==> src/osc_ctrl_pkg.sv <==
// shared constants and types of the oscillator select and divider block
package osc_ctrl_pkg;

    localparam logic [1:0] ADDR_OSC  = 2'h0;
    localparam logic [1:0] ADDR_DIV  = 2'h1;
    localparam logic [1:0] ADDR_TRIM = 2'h2;

    localparam int CUR_LSB     = 12;
    localparam int NEXT_LSB    = 8;
    localparam int LOCKSEL_BIT = 7;
    localparam int PLLLOCK_BIT = 5;
    localparam int FAIL_BIT    = 3;
    localparam int SEC_BIT     = 1;
    localparam int REQ_BIT     = 0;
    localparam int ROI_BIT     = 15;
    localparam int RATIO_LSB   = 12;
    localparam int SLOW_BIT    = 11;
    localparam int POST_LSB    = 8;
    localparam int TRIM_LSB    = 0;
    localparam int HI_LSB      = 8;
    localparam int LO_LSB      = 0;
    localparam int HI_LANE     = 1;
    localparam int LO_LANE     = 0;

    localparam logic [2:0] RATIO_RST = 3'h3;
    localparam logic [2:0] POST_RST  = 3'h1;
    localparam logic [2:0] POST_MAX  = 3'h7;
    localparam logic [7:0] LIM_MAX   = 8'hff;

    localparam logic [7:0] KEY_HI1 = 8'h78;
    localparam logic [7:0] KEY_HI2 = 8'h9a;
    localparam logic [7:0] KEY_LO1 = 8'h46;
    localparam logic [7:0] KEY_LO2 = 8'h57;

    localparam logic [3:0] SETTLE_TICKS = 4'ha;

    typedef enum logic [2:0] {
        SRC_FRC    = 3'h0,
        SRC_FAST_RC_WITH_PLL = 3'h1,
        SRC_PRI    = 3'h2,
        SRC_PRIPLL = 3'h3,
        SRC_SEC    = 3'h4,
        SRC_LOW_POWER_RC_OSC   = 3'h5,
        SRC_LPFRCD = 3'h6,
        SRC_FAST_RC_DIVIDED = 3'h7
    } src_t;

    localparam logic [1:0] SUB_EC_SEC   = 2'h0;
    localparam logic [1:0] SUB_INTERNAL = 2'h3;

    typedef enum logic [2:0] {
        PH_IDLE   = 3'h0,
        PH_CHECK  = 3'h1,
        PH_WAIT   = 3'h2,
        PH_SETTLE = 3'h3,
        PH_CHANGE = 3'h4
    } phase_t;

    typedef enum logic [1:0] {
        KEY_IDLE  = 2'h0,
        KEY_FIRST = 2'h1,
        KEY_ARMED = 2'h2
    } key_t;

    typedef struct packed {
        logic [1:0] primarySubmodeCfg;
        logic [2:0] initialSourceCfg;
        logic       switchEnableCfgN;
        logic       monitorCfgN;
    } osc_cfg_t;

    typedef struct packed {
        logic newSourceReady;
        logic pllLocked;
        logic newClockTick;
        logic clockFailDetect;
        logic interruptEvent;
    } osc_evt_t;

    typedef struct packed {
        logic        loaded;
        phase_t      phase;
        src_t        cur;
        src_t        nxt;
        logic [1:0]  submode;
        logic        lockSel;
        logic        pllLock;
        logic        fail;
        logic        secEn;
        logic        req;
        logic        recover_on_interrupt;
        logic [2:0]  ratio;
        logic        slowEn;
        logic [2:0]  post;
        logic [5:0]  trim;
        key_t        hiKey;
        key_t        loKey;
        logic [3:0]  settle;
        logic [7:0]  postCnt;
        logic [6:0]  dozeCnt;
        logic        pllOn;
        logic        periphEn;
        logic        cpuEn;
        logic        gateOpen;
        logic [15:0] rdData;
    } osc_state_t;

    localparam osc_state_t STATE_RST = '{
        default:  '0,
        phase:    PH_IDLE,
        cur:      SRC_FAST_RC_DIVIDED,
        nxt:      SRC_FAST_RC_DIVIDED,
        hiKey:    KEY_IDLE,
        loKey:    KEY_IDLE,
        ratio:    RATIO_RST,
        post:     POST_RST,
        gateOpen: 1'b1
    };

endpackage : osc_ctrl_pkg

==> src/osc_select_divider.sv <==
// oscillator source selection, switch sequencer and clock dividers
//
// Behaviour
// - current source is a read-only 3-bit field at bits 14-12.
// - requested source is a writable 3-bit field at bits 10-8.
// - both source fields load from the initial-source setting at reset.
// - startup source follows primary submode and initial-source settings.
// - erased or unusable setting starts on fast RC with postscaler, code 111.
// - bit 5 shows PLL lock, zero when unlocked or PLL unused.
// - PLL lock bit forced low at switch start and in non-PLL modes.
// - bit 3 clock-fail flag set by monitor, software can only clear it.
// - with monitor on, bit 7 is set-only and freezes source selection.
// - with monitor off, selections are never locked.
// - bit 1 enables the secondary oscillator, reset low.
// - software sets bit 0 to switch, hardware clears it when done.
// - CPU ratio field at bits 14-12, 1:1 to 1:128, resets to 011.
// - ratio applies only while slowdown enable bit 11 is set.
// - with bit 15 set an interrupt clears slowdown enable.
// - postscaler bits 10-8 divide fast RC by 1..64 or 256, reset 001.
// - same divisors apply to the low-power fast RC source.
// - 6-bit two's-complement trim at bits 5-0, reset zero.
// - unimplemented bits read zero and ignore writes.
// - switch to the already current source clears request, aborts.
// - valid switch waits for source ready, PLL lock if the target uses the PLL, then 10 ticks.
// - changeover copies requested into current and clears request.
// - oscillator register byte writes need key pairs 78h,9Ah high and 46h,57h low.

`timescale 1ns/1ps
`default_nettype none

module osc_select_divider
    import osc_ctrl_pkg::*;
(
    input  wire logic        ref_clk,
    input  wire logic        rst_n,
    input  wire osc_cfg_t    cfg,
    input  wire osc_evt_t    evt,
    input  wire logic [1:0]  regAddr,
    input  wire logic [1:0]  regByteEn,
    input  wire logic [15:0] regWrData,
    input  wire logic        regWrite,
    input  wire logic        regRead,
    output logic      [15:0] regRdData,
    output logic      [2:0]  currentSource,
    output logic      [2:0]  targetSource,
    output logic      [1:0]  primarySubmode,
    output logic             pllEnable,
    output logic             secOscOn,
    output logic      [5:0]  fastRcTrim,
    output logic             periphClkEn,
    output logic             cpuClkEn,
    output logic             sysClkOpen
);

    osc_state_t r;
    osc_state_t n;
    logic       monitorOn;
    logic       switchOn;
    logic       frozen;
    logic       wrOsc;
    logic       wrHi;
    logic       wrLo;
    logic       wrDiv;
    logic       wrTrim;
    logic       busy;
    logic [7:0] postLim;
    logic [6:0] dozeMask;
    logic [2:0] ratioEff;

    function automatic logic usesPll(input src_t s);
        usesPll = (s == SRC_PRIPLL) || (s == SRC_FAST_RC_WITH_PLL);
    endfunction : usesPll

    // checks the startup pair; anything unusable falls back to the default
    function automatic src_t startSrc(input osc_cfg_t c);
        src_t s;
        s = src_t'(c.initialSourceCfg);
        startSrc = SRC_FAST_RC_DIVIDED;
        case (s)
            SRC_PRI, SRC_PRIPLL:
            begin
                if (c.primarySubmodeCfg != SUB_INTERNAL)
                    startSrc = s;
            end
            SRC_SEC:
            begin
                if (c.primarySubmodeCfg == SUB_EC_SEC)
                    startSrc = s;
            end
            default:
            begin
                if (c.primarySubmodeCfg == SUB_INTERNAL)
                    startSrc = s;
            end
        endcase
    endfunction : startSrc

    assign monitorOn = !cfg.switchEnableCfgN && !cfg.monitorCfgN;
    assign switchOn  = !cfg.switchEnableCfgN;
    // lock only bites with the monitor strapped on
    assign frozen    = monitorOn && r.lockSel;
    assign wrOsc     = regWrite && (regAddr == ADDR_OSC);
    assign wrHi      = wrOsc && regByteEn[HI_LANE];
    assign wrLo      = wrOsc && regByteEn[LO_LANE];
    assign wrDiv     = regWrite && (regAddr == ADDR_DIV);
    assign wrTrim    = regWrite && (regAddr == ADDR_TRIM);
    // target is held while a switch runs, so the copy is what was checked
    assign busy      = (r.phase != PH_IDLE);

    // postscaler only acts on the two divided fast RC sources
    always_comb
    begin
        postLim = '0;
        case (r.cur)
            SRC_FAST_RC_DIVIDED, SRC_LPFRCD:
            begin
                if (r.post == POST_MAX)
                    postLim = LIM_MAX;
                else
                    postLim = 8'((9'h001 << r.post) - 9'h001);
            end
            default:
            begin
                postLim = '0;
            end
        endcase
        // a cleared slowdown enable runs the cpu at the peripheral rate
        ratioEff = '0;
        if (r.slowEn)
            ratioEff = r.ratio;
        dozeMask = 7'((8'h01 << ratioEff) - 8'h01);
    end

    always_comb
    begin
        logic [15:0] rd;
        rd = '0;
        n  = r;

        // unlock keys: any write that breaks a pair disarms it
        // keys are kept per lane; reads leave them armed
        if (regWrite)
        begin
            n.hiKey = KEY_IDLE;
            n.loKey = KEY_IDLE;
            if (wrHi && r.hiKey == KEY_FIRST
                && regWrData[HI_LSB+:8] == KEY_HI2)
                n.hiKey = KEY_ARMED;
            else if (wrHi && regWrData[HI_LSB+:8] == KEY_HI1)
                n.hiKey = KEY_FIRST;
            if (wrLo && r.loKey == KEY_FIRST
                && regWrData[LO_LSB+:8] == KEY_LO2)
                n.loKey = KEY_ARMED;
            else if (wrLo && regWrData[LO_LSB+:8] == KEY_LO1)
                n.loKey = KEY_FIRST;
        end

        // source and submode straps are sampled once, on the first edge after reset release
        if (!r.loaded)
        begin
            n.loaded  = 1'b1;
            n.cur     = startSrc(cfg);
            n.nxt     = startSrc(cfg);
            n.submode = cfg.primarySubmodeCfg;
        end

        if (wrHi && r.hiKey == KEY_ARMED && !frozen && !busy)
            n.nxt = src_t'(regWrData[NEXT_LSB+:3]);

        if (wrLo && r.loKey == KEY_ARMED)
        begin
            if (regWrData[LOCKSEL_BIT] && monitorOn)
                n.lockSel = 1'b1;
            if (!regWrData[FAIL_BIT])
                n.fail = 1'b0;
            n.secEn = regWrData[SEC_BIT];
            if (regWrData[REQ_BIT] && switchOn && !frozen)
                n.req = 1'b1;
        end

        if (wrDiv && regByteEn[HI_LANE])
        begin
            n.recover_on_interrupt    = regWrData[ROI_BIT];
            n.ratio  = regWrData[RATIO_LSB+:3];
            n.slowEn = regWrData[SLOW_BIT];
            n.post   = regWrData[POST_LSB+:3];
        end

        if (wrTrim && regByteEn[LO_LANE])
            n.trim = regWrData[TRIM_LSB+:6];

        // the documented auto-clear beats a software set in the same cycle
        if (evt.interruptEvent && r.recover_on_interrupt)
            n.slowEn = 1'b0;

        // lock status tracks whichever source the PLL is serving
        if (r.phase == PH_IDLE)
            n.pllLock = usesPll(r.cur) && evt.pllLocked;
        else
            n.pllLock = usesPll(r.nxt) && evt.pllLocked;

        case (r.phase)
            PH_IDLE:
            begin
                if (r.req)
                    n.phase = PH_CHECK;
            end
            PH_CHECK:
            begin
                if (r.nxt == r.cur)
                begin
                    n.req   = 1'b0;
                    n.phase = PH_IDLE;
                end
                else
                begin
                    // a valid switch starts by dropping lock and fail status
                    n.pllLock = 1'b0;
                    n.fail    = 1'b0;
                    n.phase   = PH_WAIT;
                end
            end
            PH_WAIT:
            begin
                // a source that never comes up leaves the request standing
                if (evt.newSourceReady
                    && (!usesPll(r.nxt) || evt.pllLocked))
                begin
                    n.settle = '0;
                    n.phase  = PH_SETTLE;
                end
            end
            PH_SETTLE:
            begin
                // ticks are edges of the new clock, not of ref_clk
                if (evt.newClockTick)
                begin
                    n.settle = r.settle + 4'h1;
                    if (r.settle == SETTLE_TICKS - 4'h1)
                        n.phase = PH_CHANGE;
                end
            end
            PH_CHANGE:
            begin
                // the held target is copied, so no late write can race it
                n.cur   = r.nxt;
                n.req   = 1'b0;
                n.phase = PH_IDLE;
            end
            default:
            begin
                n.phase = PH_IDLE;
            end
        endcase

        // a fail event wins over any clear in the same cycle
        if (evt.clockFailDetect && monitorOn)
            n.fail = 1'b1;

        // switching strapped off: the request bit never stands
        if (!switchOn)
            n.req = 1'b0;
        if (!monitorOn)
            n.lockSel = 1'b0;

        // the PLL runs for the target too while a switch is in flight
        n.pllOn = usesPll(r.cur)
                  || (r.phase != PH_IDLE && usesPll(r.nxt));

        // enables stay low for the changeover so no short phase leaks out
        n.gateOpen = (r.phase != PH_CHANGE);
        n.periphEn = 1'b0;
        n.cpuEn    = 1'b0;
        if (r.gateOpen)
        begin
            if (r.postCnt >= postLim)
            begin
                n.postCnt  = '0;
                n.periphEn = 1'b1;
                // cpu pulse rides on a peripheral pulse, so peripheral
                // timing is untouched by ratio changes
                n.cpuEn   = ((r.dozeCnt & dozeMask) == '0);
                n.dozeCnt = (r.dozeCnt + 7'h01) & dozeMask;
            end
            else
            begin
                n.postCnt = r.postCnt + 8'h01;
            end
        end

        if (regRead)
        begin
            case (regAddr)
                ADDR_OSC:
                begin
                    rd[CUR_LSB+:3]   = r.cur;
                    rd[NEXT_LSB+:3]  = r.nxt;
                    rd[LOCKSEL_BIT]  = r.lockSel;
                    rd[PLLLOCK_BIT]  = r.pllLock;
                    rd[FAIL_BIT]     = r.fail;
                    rd[SEC_BIT]      = r.secEn;
                    rd[REQ_BIT]      = r.req;
                end
                ADDR_DIV:
                begin
                    rd[ROI_BIT]       = r.recover_on_interrupt;
                    rd[RATIO_LSB+:3]  = r.ratio;
                    rd[SLOW_BIT]      = r.slowEn;
                    rd[POST_LSB+:3]   = r.post;
                end
                ADDR_TRIM:
                begin
                    rd[TRIM_LSB+:6] = r.trim;
                end
                default:
                begin
                    rd = '0;
                end
            endcase
        end
        n.rdData = rd;
    end

    always_ff @(posedge ref_clk or negedge rst_n)
    begin
        if (!rst_n)
            r <= STATE_RST;
        else
            r <= n;
    end

    assign regRdData      = r.rdData;
    assign currentSource  = r.cur;
    assign targetSource   = r.nxt;
    assign primarySubmode = r.submode;
    assign pllEnable      = r.pllOn;
    assign secOscOn       = r.secEn;
    assign fastRcTrim     = r.trim;
    assign periphClkEn    = r.periphEn;
    assign cpuClkEn       = r.cpuEn;
    assign sysClkOpen     = r.gateOpen;

endmodule : osc_select_divider

`default_nettype wire
==> config.mk <==
export PLATFORM = sky130hd
export DESIGN_NAME = osc_select_divider
export DESIGN_NICKNAME = d
export VERILOG_FILES = /design/src/osc_ctrl_pkg.sv /design/src/osc_select_divider.sv
export SDC_FILE = /design/constraint.sdc
export NUM_CORES = 1
export LEC_CHECK = 0
export BUFFER_PORTS_ARGS = -buffer_cell sky130_fd_sc_hd__buf_2
export CORE_AREA = 5 5 90 92
export CTS_BUF_LIST = sky130_fd_sc_hd__clkbuf_8
export DETAILED_ROUTE_END_ITERATION = 10
export DIE_AREA = 0 0 95 97
export PLACE_DENSITY_LB_ADDON = 0.12
export SYNTH_ARGS = -nofsm -noshare
export SYNTH_HDL_FRONTEND = slang
export SYNTH_SLANG_ARGS = --single-unit
==> constraint.sdc <==
create_clock -name ref_clk -period 7.3 [get_ports ref_clk]
set_input_delay 0.73 -clock ref_clk [delete_from_list [all_inputs] [get_ports ref_clk]]
set_output_delay 0.73 -clock ref_clk [all_outputs]
set_load 0.1 [all_outputs]
==> results_dict.tcl <==
set metrics [dict create \
    place_ws_ns 4.044 \
    coreArea_mm2 0.007137 \
    grt_pass1_wl_um 14100 \
    drt_iter0_markers 124 \
    cts_setup_buffers 0 \
    tns_ns 0 \
    antenna_cells 0 \
    synth_nets 468 \
    leakagePower_nw 2.138 \
    die_h_um 97 \
    nets 506 \
    die_x_um 95 \
    routed_wl_um 8323 \
    ys.flop_type "dfrtp_1" \
    fp.dieArea_mm2 0.009215 \
    max_freq_mhz 304.7 \
    crit_slowest_cell "a32oi_2" \
    crit_path_max_incr_delay_ns 0.62 \
    cp_max_fo 15 \
    num-fill-cells 618 \
    postSynthCellCount 418 \
    cts_root_buf "clkbuf_8" \
    cts.path.max_buffers 2 \
    finalCriticalPeriod_ns 3.282 \
    hp-class "reg -> reg" \
    rows 31 \
    ir_worst_vdd_v 0.0001435 \
    end_kind "flip-flop" \
    start_util_pct 56.94 \
    synth-seq-cells 73 \
    fin_ws_ns 4.018 \
    ys_types 59 \
    clkTransAtPathRegs_ns 0.08 \
    pin_count 71 \
    finalHoldViolCount 0 \
    cts_tree "done" \
    critPathKind "reg -> reg" \
    synth_top_cell_by_area "dfrtp_1" \
    crit_chain "or3_1 -> ha_1 -> inv_1 -> nor2_1 -> a21oi_1 -> o21ai_0 -> ha_1 -> a2111o_1 -> a32oi_2 -> or4_1 -> o221ai_2" \
    drcViolationCount 0 \
    syn-cell-area_mm2 0.004064 \
    outcome "completed" \
    drt-pass1-iter-count 4 \
    cp.buffers_inverters 1 \
    track_usage_pct 19.03 \
    port_buffers 69 \
    ant_nets 0 \
    rr_endpoint "r[26]" \
    grt_max_degree 74 \
    dp.cells 544 \
    r2r_cells 11 \
    synth_enable_flop_cells 0 \
    skew_ns 0.01349 \
    antenna_found_initial 0 \
    place.detailed.hpwl_um 6219 \
    rsz0062_at_grt "no" \
    grt_overflow 0 \
    path_delay_family "compound AO/OA/AOI/OAI gates" \
    maxCapViolCount 0 \
    synth.area.top_cells "dfrtp_1, dfstp_2, buf_4" \
    grt_pass1_vias 2987 \
    slew_violations 0 \
    gp_congestion 0.9414 \
    whs_endpoint "r[52]" \
    cts_resized 0 \
    clk_latency_ns 0.35 \
    slew_headroom_pct 39.38 \
    synth_top_area_share_pct 38.79 \
    htreeDepth 3 \
    hold_buffers 0 \
    yosys_warnings 0 \
    final_core_util_pct 63.08 \
    p_total_w 0.001442 \
    seq_area_frac_synth_pct 45.26 \
    r2r_setup_slack_ns 4.02 \
    cp_data_arrival_time_ns 3.49 \
    rr_startpoint "r[51]" \
    drive_above_1_share_pct 25.60 \
    setup_viol 0 \
    cpMostUsedCell "ha_1" \
    wire_per_inst_um 14.86 \
    startpoint_type "flip-flop" \
    avgSynthCellArea_um2 9.722 \
    vias 3084 \
    synthArstFlopShare_pct 100.0 \
    holdPathStages 1 \
    cts_buffers 9 \
    layout_commonest_cell "buf_2" \
    final_cell_mix "buf_2, dfrtp_1, nand2_1" \
    required_ns 7.51 \
    finalCritPeriodShare_pct 44.96 \
    area_growth_pct 10.78 \
    instances_no_fill 560 \
    numClockSinks 73 \
    tightest_slew_ns 0.9093 \
    vias_per_cell 5.507 \
    hold_start "r[56]" \
    power_density_mw_per_mm2 320.3 \
]
flip-flops by register name, summed over array words and instances, names as in the netlist:
signal and flops:
r 39, regRdData 15, fastRcTrim 6, currentSource 3
targetSource 3, primarySubmode 2, cpuClkEn 1, periphClkEn 1
pllEnable 1, secOscOn 1, sysClkOpen 1
final cells by class:
cell class                      instances  area (um^2)  share of cell area [%]
Timing Repair Buffer                   70        352.8                   7.838
Tap cell                               99        123.9                   2.752
Clock buffer                            9        123.9                   2.752
Clock inverter                          7        120.1                   2.668
Sequential cell                        73         1839                   40.86
Multi-Input combinational cell        282         1864                   41.41
Inverter                               20        77.57                   1.723
how the worst max path moves through the flow:
stage | slack [ns] | cells past startpoint | to | start
2_1_floorplan | 4.50 | 13 | r[25] | r[49]
3_3_place_gp | 4.15 | 11 | r[26] | r[51]
3_5_place_dp | 4.04 | 11 | r[26] | r[51]
4_1_cts | 4.01 | 11 | r[26] | r[51]
5_1_grt | 3.77 | 11 | r[26] | r[51]
6_report | 4.02 | 11 | r[26] | r[51]
routing by layer:
| metal | vias to the layer above | track usage [%] | share of wire [%] |
|---|---|---|---|
| li1 | 1517 | - | - |
| met5 | - | 0 | 0 |
| met1 | 1492 | 27.59 | 48 |
| met4 | 0 | 7.214 | 1.5 |
| met3 | 12 | 3.258 | 5.1 |
| met2 | 63 | 28.25 | 45 |
worst reg2reg max path, cell delays in order (launching register included):
cell and delay [ns]:
dfrtp_1 0.50, or3_1 0.43, ha_1 0.23, inv_1 0.08, nor2_1 0.06, a21oi_1 0.14
o21ai_0 0.11, ha_1 0.22, a2111o_1 0.44, a32oi_2 0.62, or4_1 0.24, o221ai_2 0.09
cell families after synthesis:
| family | count (synthesis) | synth area share (%) |
|---|---|---|
| flops | 73 | 45.26 |
| xor+xnor | 10 | 2.155 |
| mux | 28 | 7.389 |
| compound gates | 67 | 10.99 |
| other cells | 2 | 0.1848 |
| simple gates | 161 | 20.84 |
| buf+inv | 63 | 8.867 |
| fa+ha+maj | 14 | 4.310 |
cells in the mapped netlist (3+ instances only):
| library cell | instances |
|---|---|
| o22ai_1 | 6 |
| o21ai_0 | 18 |
| dfstp_2 | 10 |
| nand4b_1 | 3 |
| xor2_1 | 8 |
| nor3_1 | 7 |
| mux2i_1 | 12 |
| o31ai_1 | 3 |
| and2_1 | 4 |
| nor2_1 | 32 |
| and3_1 | 9 |
| buf_4 | 30 |
| dfrtp_1 | 63 |
| mux2_2 | 16 |
| o21a_1 | 3 |
| nor2b_1 | 8 |
| nor4b_1 | 3 |
| or3_1 | 3 |
| nand2b_1 | 13 |
| clkbuf_1 | 10 |
| a21oi_1 | 14 |
| or4_1 | 5 |
| nand3_1 | 18 |
| nand2_1 | 41 |
| nand4_1 | 7 |
| inv_1 | 19 |
| ha_1 | 14 |
where the power goes:
group | switching, W | leakage [nW] | internal, W
Sequential | 0.0000784 | 0.928 | 0.000472
Clock | 0.000156 | 0.125 | 0.000228
Combinational | 0.000345 | 1.08 | 0.000163
Total | 0.000579 | 2.14 | 0.000863
stage by stage:
| stage | instance area [um^2] | hold WS, ns |
|---|---|---|
| floorplan | 4064 | 0.4276 |
| global placement | 4258 | 0.4446 |
| detailed placement | 4258 | 0.4752 |
| CTS | 4502 | 0.4876 |
| global route | 4502 | 0.4981 |
| finish | 4502 | 0.4794 |
No activity file was read; power rests on OpenSTA's default activity.
